[src/sldc_consts.vh]
// Constants for the segment display drive controller
// What this block and its software do
// Mode register clears to zero on reset: display off, amplifier off, ground, four slots.
// Mode bit 7 set turns the display on; clear turns it off.
// Mode bit 6 enables the voltage amplifier; clear means normal operation.
// Mode bit 4 clear grounds all lines; set gives deselect segments, waveform commons.
// Mode bit 0 clear selects four slots, set selects three, both 1/3 bias.
// Software writes zero to mode bits 1, 2, 3 and 5.
// Amplifier shutdown order: display off, then ground outputs, then amplifier off.
// Software never clears the amplifier enable while the display is on.
// Turn on: amplifier on, wait 500 ms, output control on, display on.
// Clock register clears to zero: subsystem source, post-divider 64.
// Clock bits 3:2 pick subsystem clock or main clock over 32, 64, 128.
// Clock bits 1:0 divide the source by 2^6, 2^7, 2^8 or 2^9.
// Software writes zero to clock register bits 4 to 7.
// Software changes the clock register only while the amplifier is off.
// Software keeps the frame frequency at 128 Hz or below.
// Software picks a source clock of at least 32 kHz.
// Frame frequency equals the panel clock divided by the slot count.
// Segment and common drive come from display memory without processor help.
// Fifteen segments (five on the small variant), four commons, three used in three-slot.
// Slot n reads bit n of each segment byte; 1 select, 0 deselect.
// One display byte per segment from FA00H upward; bytes past the last segment are not stored and read zero.
// Line levels leave as digital select/deselect codes plus a frame polarity.
`ifndef SLDC_CONSTS_VH
`define SLDC_CONSTS_VH

`define SLDC_ADDR_MODE     16'hFFB0
`define SLDC_ADDR_CLOCK    16'hFFB2
`define SLDC_ADDR_MEM_BASE 16'hFA00
`define SLDC_MEM_BYTES     16
`define SLDC_ADDR_MEM_LAST 16'hFA0F

`define SLDC_MODE_RESET    8'h00
`define SLDC_CLOCK_RESET   8'h00
`define SLDC_MODE_MASK     8'hD1
`define SLDC_CLOCK_MASK    8'h0F
`define SLDC_MEM_MASK      8'h0F

`define SLDC_BIT_DISP_EN   7
`define SLDC_BIT_AMP_EN    6
`define SLDC_BIT_OUT_LVL   4
`define SLDC_BIT_SLOT_SEL  0

`define SLDC_SRC_SUB       2'h0
`define SLDC_MAIN_DIV_LOG  4'h5
`define SLDC_POST_DIV_LOG  4'h6

`define SLDC_SLOTS_FOUR    2'h3
`define SLDC_SLOTS_THREE   2'h2

`endif

[src/sldc_drive.v]
// Segment display drive controller: registers, display memory, dividers, scan
`timescale 1ns/1ps
`include "sldc_consts.vh"

module sldc_drive #(
   parameter NSEG = 15
) (
   input  wire             sys_clk_i,
   input  wire             rst_i,
   input  wire [15:0]      addr_i,
   input  wire [7:0]       wdata_i,
   input  wire             wr_i,
   input  wire             rd_i,
   output wire [7:0]       rdata_o,
   input  wire             sub_clk_i,
   input  wire             main_clk_i,
   output wire             amp_en_o,
   output wire             drive_on_o,
   output wire [3:0]       com_sel_o,
   output wire [NSEG-1:0]  seg_sel_o,
   output wire             polarity_o,
   output wire [1:0]       slot_o,
   output wire             panel_clock_o
);

   // Low n bits of a counter all ones
   function low_ones;
      input [8:0] val;
      input [3:0] n;
      integer k;
      begin
         low_ones = 1'b1;
         for (k = 0; k < 9; k = k + 1) begin
            if (k < n && !val[k])
               low_ones = 1'b0;
         end
      end
   endfunction

   reg  [7:0]      mode_reg;
   reg  [7:0]      clock_reg;
   reg  [7:0]      rdata_reg;
   reg  [3:0]      mem [0:`SLDC_MEM_BYTES-1];
   reg             sub_d_reg;
   reg             main_d_reg;
   reg  [6:0]      main_cnt_reg;
   reg  [8:0]      post_cnt_reg;
   reg  [1:0]      slot_reg;
   reg             polarity_reg;
   reg             panel_clock_reg;
   reg  [3:0]      com_sel_reg;
   reg  [NSEG-1:0] seg_sel_reg;
   reg             drive_on_reg;
   reg  [7:0]      rdata_next;
   reg  [NSEG-1:0] seg_next;
   reg  [3:0]      com_next;
   reg             src_tick;
   integer         i;

   wire        disp_en  = mode_reg[`SLDC_BIT_DISP_EN];
   wire        amp_en   = mode_reg[`SLDC_BIT_AMP_EN];
   wire        out_lvl  = mode_reg[`SLDC_BIT_OUT_LVL];
   wire        three    = mode_reg[`SLDC_BIT_SLOT_SEL];
   wire [1:0]  src_sel  = clock_reg[3:2];
   wire [1:0]  post_sel = clock_reg[1:0];
   wire        sub_rise  = sub_clk_i & ~sub_d_reg;
   wire        main_rise = main_clk_i & ~main_d_reg;
   wire        mem_hit   = (addr_i >= `SLDC_ADDR_MEM_BASE) &&
                           (addr_i < `SLDC_ADDR_MEM_BASE + NSEG);
   wire [3:0]  mem_idx   = addr_i[3:0];
   // last slot index
   wire [1:0]  last_slot = three ? `SLDC_SLOTS_THREE : `SLDC_SLOTS_FOUR;
   // panel clock from post-divider
   wire        lcd_tick  = src_tick &&
                           low_ones(post_cnt_reg, `SLDC_POST_DIV_LOG + {2'h0, post_sel});

   // source clock selection
   always @* begin
      if (src_sel == `SLDC_SRC_SUB)
         src_tick = sub_rise;
      else
         src_tick = main_rise &&
                    low_ones({2'h0, main_cnt_reg}, `SLDC_MAIN_DIV_LOG - 4'h1 + {2'h0, src_sel});
   end

   // mode register, unused bits kept zero
   always @(posedge sys_clk_i or posedge rst_i) begin
      if (rst_i) begin
         mode_reg <= `SLDC_MODE_RESET;
      end else if (wr_i && addr_i == `SLDC_ADDR_MODE) begin
         mode_reg <= wdata_i & `SLDC_MODE_MASK;
      end
   end

   // clock register
   always @(posedge sys_clk_i or posedge rst_i) begin
      if (rst_i) begin
         clock_reg <= `SLDC_CLOCK_RESET;
      end else if (wr_i && addr_i == `SLDC_ADDR_CLOCK) begin
         clock_reg <= wdata_i & `SLDC_CLOCK_MASK;
      end
   end

   // display memory, high nibble not stored
   always @(posedge sys_clk_i) begin
      if (wr_i && mem_hit)
         mem[mem_idx] <= wdata_i[3:0];
   end

   always @* begin
      rdata_next = 8'h00;
      if (addr_i == `SLDC_ADDR_MODE)
         rdata_next = mode_reg;
      else if (addr_i == `SLDC_ADDR_CLOCK)
         rdata_next = clock_reg;
      else if (mem_hit)
         rdata_next = {4'h0, mem[mem_idx]};
   end

   always @(posedge sys_clk_i or posedge rst_i) begin
      if (rst_i) begin
         rdata_reg <= 8'h00;
      end else if (rd_i) begin
         rdata_reg <= rdata_next;
      end else begin
         rdata_reg <= 8'h00;
      end
   end

   // Clock pins sampled as plain levels
   always @(posedge sys_clk_i or posedge rst_i) begin
      if (rst_i) begin
         sub_d_reg    <= 1'b0;
         main_d_reg   <= 1'b0;
         main_cnt_reg <= 7'h00;
      end else begin
         sub_d_reg  <= sub_clk_i;
         main_d_reg <= main_clk_i;
         if (main_rise)
            main_cnt_reg <= main_cnt_reg + 7'h01;
      end
   end

   // one slot per panel clock, frame ends at last slot
   always @(posedge sys_clk_i or posedge rst_i) begin
      if (rst_i) begin
         post_cnt_reg    <= 9'h000;
         slot_reg        <= 2'h0;
         polarity_reg    <= 1'b0;
         panel_clock_reg <= 1'b0;
      end else begin
         panel_clock_reg <= lcd_tick;
         if (src_tick)
            post_cnt_reg <= post_cnt_reg + 9'h001;
         if (!out_lvl) begin
            slot_reg     <= 2'h0;
            polarity_reg <= 1'b0;
         end else if (lcd_tick) begin
            if (slot_reg >= last_slot) begin
               slot_reg     <= 2'h0;
               polarity_reg <= ~polarity_reg;
            end else begin
               slot_reg <= slot_reg + 2'h1;
            end
         end
      end
   end

   // slot n picks bit n of each byte
   always @* begin
      seg_next = {NSEG{1'b0}};
      com_next = 4'h0;
      // ground when output control clear
      if (out_lvl) begin
         com_next = 4'h1 << slot_reg;
         // fourth common idle in three-slot mode
         if (three)
            com_next[3] = 1'b0;
         // segments follow memory only when display on
         if (disp_en) begin
            for (i = 0; i < NSEG; i = i + 1)
               seg_next[i] = mem[i][slot_reg];
         end
      end
   end

   // automatic scan outputs
   always @(posedge sys_clk_i or posedge rst_i) begin
      if (rst_i) begin
         com_sel_reg  <= 4'h0;
         seg_sel_reg  <= {NSEG{1'b0}};
         drive_on_reg <= 1'b0;
      end else begin
         com_sel_reg  <= com_next;
         seg_sel_reg  <= seg_next;
         drive_on_reg <= out_lvl;
      end
   end

   assign rdata_o       = rdata_reg;
   // amplifier enable straight from mode bit
   assign amp_en_o      = amp_en;
   // digital level codes for analog drivers
   assign drive_on_o    = drive_on_reg;
   assign com_sel_o     = com_sel_reg;
   assign seg_sel_o     = seg_sel_reg;
   assign polarity_o    = polarity_reg;
   assign slot_o        = slot_reg;
   assign panel_clock_o = panel_clock_reg;

endmodule

[config.mk]
export PLATFORM = sky130hd
export DESIGN_NAME = sldc_drive
export DESIGN_NICKNAME = d
export VERILOG_FILES = /design/src/sldc_drive.v
export VERILOG_INCLUDE_DIRS = /design/src /design/src/src
export SDC_FILE = /design/constraint.sdc
export NUM_CORES = 1
export LEC_CHECK = 0
export CORE_MARGIN = 3
export CORE_UTILIZATION = 45
export CTS_BUF_LIST = sky130_fd_sc_hd__clkbuf_16
export DETAILED_ROUTE_END_ITERATION = 6
export DONT_BUFFER_PORTS = 1
export PLACE_DENSITY = 0.63
export SYNTH_ARGS = -nofsm -noshare
export SYNTH_HDL_FRONTEND = slang
export SYNTH_SLANG_ARGS = --single-unit
export TNS_END_PERCENT = 10
[constraint.sdc]
create_clock -name sys_clk_i -period 2.1 [get_ports sys_clk_i]
set_clock_uncertainty 0.15 [all_clocks]
set_input_delay 0.315 -clock sys_clk_i [delete_from_list [all_inputs] [get_ports sys_clk_i]]
set_output_delay 0.315 -clock sys_clk_i [all_outputs]
set_load 0.01 [all_outputs]
* Word-level counts from Yosys, hierarchy flattened
Memory sizes are Yosys's and may differ from the RTL's.
Index checks and enable logic that the tools add are counted.
** Cells by class
- Shift operators :: 1
- $mul :: 0
- $lt $le $gt $ge :: 22
- Equal/unequal tests :: 4
- Bitwise logic cells :: 5
- Add/sub/neg operators :: 5
- Multiplexer cells :: 67
- Div/mod/pow operators :: 0
- Reduce and logical (&&, ||, !) cells :: 40
** Operators by type and width (count)
- $mux 1 :: 42
- $eq 16x16->1 const B :: 2
- $lt 3x4->1 const A :: 8
- $bmux 1 s2 :: 15
- $mux 15 :: 2
- $logic_and 1x1->1 :: 22
- $ge 16x16->1 const B :: 1
- $logic_not 1->1 :: 16
- $lt 1x4->1 const A :: 4
- $lt 16x16->1 const B :: 1
- $lt 2x4->1 const A :: 4
- $mux 8 :: 2
- $mux 4 :: 3
- $add 9x1->9 const B :: 1
- $add 3x2->4 const A :: 2
- $lt 4x4->1 const A :: 2
- $add 7x1->7 const B :: 1
- $mux 2 :: 3
- $ne 2x1->1 const B :: 2
- $shl 1x2->4 const A :: 1
- $lt 2x3->1 const B :: 1
- $not 1->1 :: 3
- $add 2x1->2 const B :: 1
- $and 1x1->1 :: 2
- 3 further kinds :: 3
** Word-level totals
- Memory bits (read-only) :: 0
- Flip-flop bits (word level) :: 58
- Memory bits (writable) :: 64
- Input port bits :: 30
- Latch bits :: 0
- Output and inout bits :: 33
- Memories kept :: 1
** Memories
- mem :: words 16, width 4, read ports 16, clocked after Yosys merged registers in 0, write ports 1, line sldc_drive.v:43 : reg [3:0] mem [0:`SLDC_MEM_BYTES-1];

* Depth between registers and ports, before layout
Gate-level depths: netlist of the first run.
- Word-level depth :: 18
- Mapped depth :: 9

* Worst setup path after synthesis of the first run
No wires, ideal clock.
- Kind :: register -> register
- Start :: register slot_reg[0] (netlist: slot_o[0])
- End :: register polarity_reg (netlist: polarity_o)
- Cell stages (with the launch flop) :: 9
- Setup time :: 0.079 ns
- Path slack :: -0.093 ns
- Buffers on the path :: 2
- Arrival :: 1.964 ns
- Path through :: dfrtp_1 > buf_2 > buf_2 > inv_1 > ha_1 > o21ai_0 > inv_1 > nand4_1 > mux2i_1
** On the way
- Longest elaborated chain between the ends :: 3
** Ends and longest elaborated chain
- start: declaration :: line sldc_drive.v:48 : reg [1:0] slot_reg;
- start signal: assignment :: line sldc_drive.v:163 : slot_reg <= slot_reg + 2'h1;
- $ge 2x2->1 :: line sldc_drive.v:159 : if (slot_reg >= last_slot) begin
- $ne 2x1->1 (no line)
- $reduce_and 2->1 (no line)
- end signal: assignment :: line sldc_drive.v:161 : polarity_reg <= ~polarity_reg;
- end: declaration :: line sldc_drive.v:49 : reg polarity_reg;
No other way between the ends.
A chain may end at the register's enable or synchronous reset.

==> reports/results.txt, run 1 <==
Remaining number of nets flagged by the antenna check after routing: 0
Placement Rows: 39
Adder-cell share of the synthesized area: 2.11%
Initial antenna violation count: 0
Clock slew seen by the registers of the worst setup and hold paths: 0.05 ns
Total Nets Final: 424
Largest net degree at the start of global routing: 29
Total Wirelength: 11400 um
Share of cells above drive strength 1: 21.1%
Mux contribution to synthesized area: 16.8%
Deepest clock path buffer count: 2
Largest cells by area after synthesis: sky130_fd_sc_hd__edfxtp_1 (36%), sky130_fd_sc_hd__dfrtp_1 (27%), sky130_fd_sc_hd__mux4_2 (10%)
Status: complete, no violations
Min-Delay Path Class: in2reg
Endpoint arrival time on the critical path: 2.07 ns
Remaining max-slew budget at the tightest pin: 43.7%
Tmin final: 1.93 ns
Dpl hpwl: 7820 um
CTS sink count: 121
Simple-gate share of the synthesized area: 10.8%
Setup violators final: 0
Wire length of the first global-routing pass: 18100 um
Average wire length per cell after detail routing: 21.1 um
Class of the most critical setup path: reg2reg
Asr flop ratio synth: 47.1%
ANT cells: 0
Static power due to leakage: 2.59 nW
Total count of hold-check failures in the final report: 0
Largest register FFs: 64
Cell Area, Synth: 5330 um2
Final slew viol count: 0
Setup repair after global routing missed its margin: no
Post-synthesis register bit count: 121
Vias in the first global route: 3279
Post-Place Worst Slack: -0.0186 ns
Starting density of the core: 46.3%
Detailed-routing iteration count for the pre-antenna-repair pass: 4
DRC violation count after routing: 0
Category of the worst setup path launch point: register
Cell at the root of the clock tree: sky130_fd_sc_hd__clkbuf_16
Via Count: 3070
Worst path setup slack after routing: 0.173 ns
Mean instance size in the synthesized netlist: 15.6 um2
Number of warnings printed during yosys synthesis: 0
Area fraction in compound gates after synthesis: 2.89%
Synth-to-Final Area Change: 17.6%
Distinct cell type count after synthesis: 49
Number of enable flip-flop cells after synthesis: 64
H-Tree Level Count: 4
X dimension of the die: 115 um
Number of top-level pins: 63
Maximum fanout along the worst path: 2
Overall die height: 115 um
Sum of negative setup slack: 0 ns
Share of Yosys cell area claimed by the top area cell type: 36.1%
Setup Buffers After CTS: 0
Total power density per cell area: 872 nW/um2
Final period util: 91.7%
Most area-hungry cell type in the Yosys netlist: sky130_fd_sc_hd__edfxtp_1
Share of synthesized area occupied by flip-flops and latches: 62.9%
Placeable core area: 11500 um2
Detailed-route vias per instance: 5.67
Most used flip-flop cell after synthesis: sky130_fd_sc_hd__edfxtp_1
Placer's final routability congestion estimate: 0.772
Overall power consumption: 5.46 mW
Xor/xnor share of the synthesized area: 1.97%
DR iter-0 viols: 234
Total of max-cap violations: 0
Aggregate global-route resource usage: 19.0%
Number of buffers inserted during clock tree synthesis: 17
Kind of capture point of the worst setup path: register
Maximum frequency from static timing analysis: 519 MHz
Clock tree from TritonCTS: yes
Max rail drop VDD: 0.621 mV
Worst-Margin Slew: 0.844 ns
Filler Cell Count: 943
Synth Instances: 341
Required time reported for the critical path endpoint: 2.24 ns
Area of the die: 13200 um2
I/O Buffers: 0
Final global-route overflow total: 0
Largest family of logic cells by synthesized area: multiplexers
Insertion delay to the later sink of the worst-skew pair: 0.41 ns
metrics by stage:
| step | hold WS [ns] | utilization (%) | cells | instance area, um2 |
|---|---|---|---|---|
| after CTS | 0.0213 | 54.4 | 541 | 6260 |
| final | 0.0513 | 54.4 | 541 | 6260 |
| after detailed placement | 0.0436 | 48.9 | 495 | 5640 |
| after global routing | 0.0396 | 54.4 | 541 | 6260 |
| after global placement | 0.0433 | 48.9 | 495 | 5640 |
| after floorplan | 0.196 | - | 345 | 5350 |
cell usage in the layout, fill, tap and decap left out, drive strengths merged, types with 8 or more instances in the layout:
cell and instances:
edfxtp 64, dfrtp 57, mux4 31, and3 25, buf 24, nand2 17
clkbuf 17, nor2 17, inv 16, dlygate4sd3 14, mux2 10, xnor2 9
ha 9, nand3 9, clkinv 8
synthesized netlist by cell type, drive strengths merged (3+ instances only):
library cell  instances
ha                    9
nand4                 7
buf                  10
nand2b                7
nor3                  6
mux2                 10
inv                   8
nor2                 17
dfrtp                57
and2                  6
nand3                 9
and3                 25
a21oi                 4
xnor2                 9
a211oi                3
nor4                  3
mux2i                 6
edfxtp               64
mux4                 31
or3                   3
nand2                17
a22o                  3
clkbuf                7
xor2                  3
critical path, cell delays in order (launching register included):
cell	delay [ns]
sky130_fd_sc_hd__edfxtp_1	0.38
sky130_fd_sc_hd__mux4_1	0.53
sky130_fd_sc_hd__or3_1	0.33
sky130_fd_sc_hd__o221ai_1	0.12
sky130_fd_sc_hd__o22ai_1	0.15
sky130_fd_sc_hd__o311a_1	0.14
path summary, 6_finish.rpt:
kind | from | end | slack [ns] | depth (start not counted)
max | mem[1][0] | rdata_o[0] | 0.17 | 5
min | addr_i[2] | rdata_o[1] | 0.05 | 2
max reg2reg | mem[1][0] | rdata_o[0] | 0.17 | 5
min reg2reg | main_cnt_reg[6] | main_cnt_reg[6] | 0.32 | 1
max in group asynchronous | rst_i | post_cnt_reg[0] | 1.07 | 3
min in group asynchronous | rst_i | rdata_o[1] | 0.19 | 2
layout make-up:
cell class / count / area (um2) / share of cell area, %
well taps: 143 / 179 / 2.86
flip-flops and latches: 121 / 3350 / 53.4
inverters: 9 / 33.8 / 0.539
multi-input cells: 198 / 1870 / 29.8
repair buffers: 38 / 345 / 5.51
clock buffers: 17 / 425 / 6.79
clock inverters: 15 / 63.8 / 1.02
layer usage:
layer | up-vias | GRT usage (%) | share of wire, %
li1 | 1392 | - | -
met1 | 1552 | 24.9 | 44
met2 | 111 | 29.2 | 48
met3 | 15 | 7.00 | 6.8
met4 | 0 | 7.20 | 1.6
met5 | - | 0 | 0
report_power, final:
group	switching (mW)	leakage, nW	total [mW]	internal (mW)
registers	0.117	1.35	2.74	2.62
logic	0.168	0.957	0.347	0.179
clock network	0.932	0.277	2.37	1.44
what timing repair did:
item / in CTS / in global routing
hold endpoints to repair: 144 / 0
hold buffers: 14 / 0
gates resized for setup: 0 / 0
logic make-up (layout without fill, tap and decap cells):
group           count (synthesis)  count (layout)
xor+xnor                       12              12
buf+inv                        26              79
compound gates                 21              21
mux                            47              47
flops                         121             121
other cells                     1               5
fa+ha+maj                       9               9
simple gates                  104             104
No activity file was read; power rests on OpenSTA's default activity.
==> run 2, diff against run 1 <==
Settings changed: SETUP_SLACK_MARGIN set to 0.3.
==> run 2 against run 1 <==
Largest cell class unchanged; largest power group is now clock; critical endpoint unchanged; clock-buffer cell count is the same; setup slack gained 0.071 ns; routed wire length rose by 2.3%; critical path depth did not move; global-route usage up 0.13 points; sequential share of layout area fell by 1.2 points; hold slack got worse by 0.029 ns; fmax grew 3.8%; design area is 2.3% higher; critical path type unchanged; sequential power about the same; highest routed layer unchanged.
==> reports/results.txt, run 2 (synthesis results as in run 1) <==
Tmin final: 1.86 ns
CTS sink count: 121
Status: complete, no violations
Detailed-route vias per instance: 5.77
Overall die height: 115 um
Worst setup path startpoint: mem[2][0]
X dimension of the die: 115 um
Aggregate global-route resource usage: 19.1%
Total Wirelength: 11700 um
Setup repair after global routing missed its margin: yes
Cell at the root of the clock tree: sky130_fd_sc_hd__clkbuf_16
Synth-to-Final Area Change: 20.3%
ANT cells: 0
Remaining max-slew budget at the tightest pin: 44.3%
Top library cells by usage in the layout, fill and taps aside: sky130_fd_sc_hd__edfxtp_1 (64), sky130_fd_sc_hd__dfrtp_1 (57), sky130_fd_sc_hd__mux4_2 (26), sky130_fd_sc_hd__and3_1 (25), sky130_fd_sc_hd__clkbuf_16 (17)
Wire length of the first global-routing pass: 18500 um
Most frequent standard cell in the layout excluding fill and tap cells: sky130_fd_sc_hd__edfxtp_1
Via Count: 3089
Endpoint arrival time on the critical path: 1.99 ns
Max rail drop VDD: 0.524 mV
Remaining number of nets flagged by the antenna check after routing: 0
Overall power consumption: 6.02 mW
Starting density of the core: 46.3%
DR iter-0 viols: 219
Setup violators final: 0
Largest register FFs: 64
Placeable core area: 11500 um2
Final slew viol count: 0
Area used by multi-input combinational logic: 1960 um2
Critical path destination: rdata_o[0]
Clock tree from TritonCTS: yes
Total Nets Final: 418
Worst reg2reg path depth: 5
Total count of hold-check failures in the final report: 0
Insertion delay to the later sink of the worst-skew pair: 0.41 ns
Sum of negative setup slack: 0 ns
Maximum fanout along the worst path: 2
Worst-Margin Slew: 0.835 ns
Share of cells above drive strength 1: 25.3%
Class of the most critical setup path: reg2reg
Min-Delay Path Class: in2reg
Worst r2r src: mem[2][0]
DRC violation count after routing: 0
Number of top-level pins: 63
Average wire length per cell after detail routing: 21.8 um
Deepest clock path buffer count: 2
Area of the die: 13200 um2
Total power density per cell area: 939 nW/um2
Maximum frequency from static timing analysis: 539 MHz
Destination of the worst register-to-register timing path: rdata_o[0]
Largest net degree at the start of global routing: 30
Footprint of the flip-flops and latches: 3350 um2
Dpl hpwl: 7420 um
Detailed-routing iteration count for the pre-antenna-repair pass: 4
Category of the worst setup path launch point: register
Kind of capture point of the worst setup path: register
Worst hold path cell count: 2
Filler Cell Count: 884
I/O Buffers: 0
Final global-route overflow total: 0
Required time reported for the critical path endpoint: 2.24 ns
Clock slew seen by the registers of the worst setup and hold paths: 0.05 ns
Placement Rows: 39
Vias in the first global route: 3200
Total of max-cap violations: 0
H-Tree Level Count: 4
Static power due to leakage: 2.57 nW
Number of buffers inserted during clock tree synthesis: 17
Placer's final routability congestion estimate: 0.853
Final period util: 88.4%
Initial antenna violation count: 0
Register-to-register path setup slack: 0.24 ns
==> run 2: changes by cell type in the layout (fill, tap and decap cells not counted), moves of 3 or more <==
cell and delta:
sky130_fd_sc_hd__nor2_2 +3, sky130_fd_sc_hd__clkinvlp_4 +4, sky130_fd_sc_hd__buf_4 -9, sky130_fd_sc_hd__nor2_1 -3, sky130_fd_sc_hd__inv_1 -7, sky130_fd_sc_hd__bufinv_16 +3
==> run 2: how the worst min path moves through the flow <==
stage,startpoint,end
after global routing,wr_i,mode_reg[0]
final,main_clk_i,main_cnt_reg[0]
after global placement,rst_i,polarity_o
after detailed placement,rst_i,polarity_o
after floorplan,main_clk_i,main_d_reg
after CTS,main_clk_i,main_cnt_reg[0]
==> run 2: metal layers <==
layer | wire [um] | track usage [%] | vias to the layer above
li1 | - | - | 1377
met1 | 4950 | 25.1 | 1597
met2 | 5780 | 30.4 | 101
met3 | 735 | 6.11 | 14
met4 | 199 | 6.49 | 0
met5 | 0 | 0 | -
==> run 2: final cells by class <==
cell class / count / share of cell area (%)
clock buffers: 17 / 6.64
inverters: 9 / 0.527
repair buffers: 32 / 4.75
multi-input cells: 198 / 30.5
well taps: 143 / 2.79
clock inverters: 15 / 2.50
flip-flops and latches: 121 / 52.3
==> run 2: repair_timing <==
| action | 4_1_cts | 5_1_grt |
|---|---|---|
| buffers inserted | 3 | 0 |
| pin swaps | 3 | 0 |
| cloned | 1 | 0 |
| hold endpoints to repair | 147 | 0 |
| hold buffers | 15 | 0 |
| resized for setup | 13 | 1 |
| endpoints found under the setup margin | 11 | 16 |
==> run 2: worst max-delay path: stages, from the launching register on <==
cell and delay [ns]:
sky130_fd_sc_hd__edfxtp_1 0.40, sky130_fd_sc_hd__mux4_2 0.50, sky130_fd_sc_hd__or3_1 0.35, sky130_fd_sc_hd__o221ai_2 0.09, sky130_fd_sc_hd__o22ai_1 0.11, sky130_fd_sc_hd__o311a_1 0.14
==> run 2: metrics by stage <==
step                      instances  hold WS (ns)  worst slack [ns]  instance area, um2  util [%]
after floorplan                 345         0.196            0.0355                5410         -
after global placement          484         0.147             0.112                5610      48.7
after detailed placement        484         0.150            0.0727                5610      48.7
after CTS                       535        0.0116             0.259                6410      55.6
after global routing            535        0.0322             0.152                6410      55.6
final                           535        0.0224             0.244                6410      55.6
==> run 2: where the power goes <==
part,switching [mW],internal (mW)
clock network,1.02,1.84
registers,0.117,2.62
logic,0.192,0.230
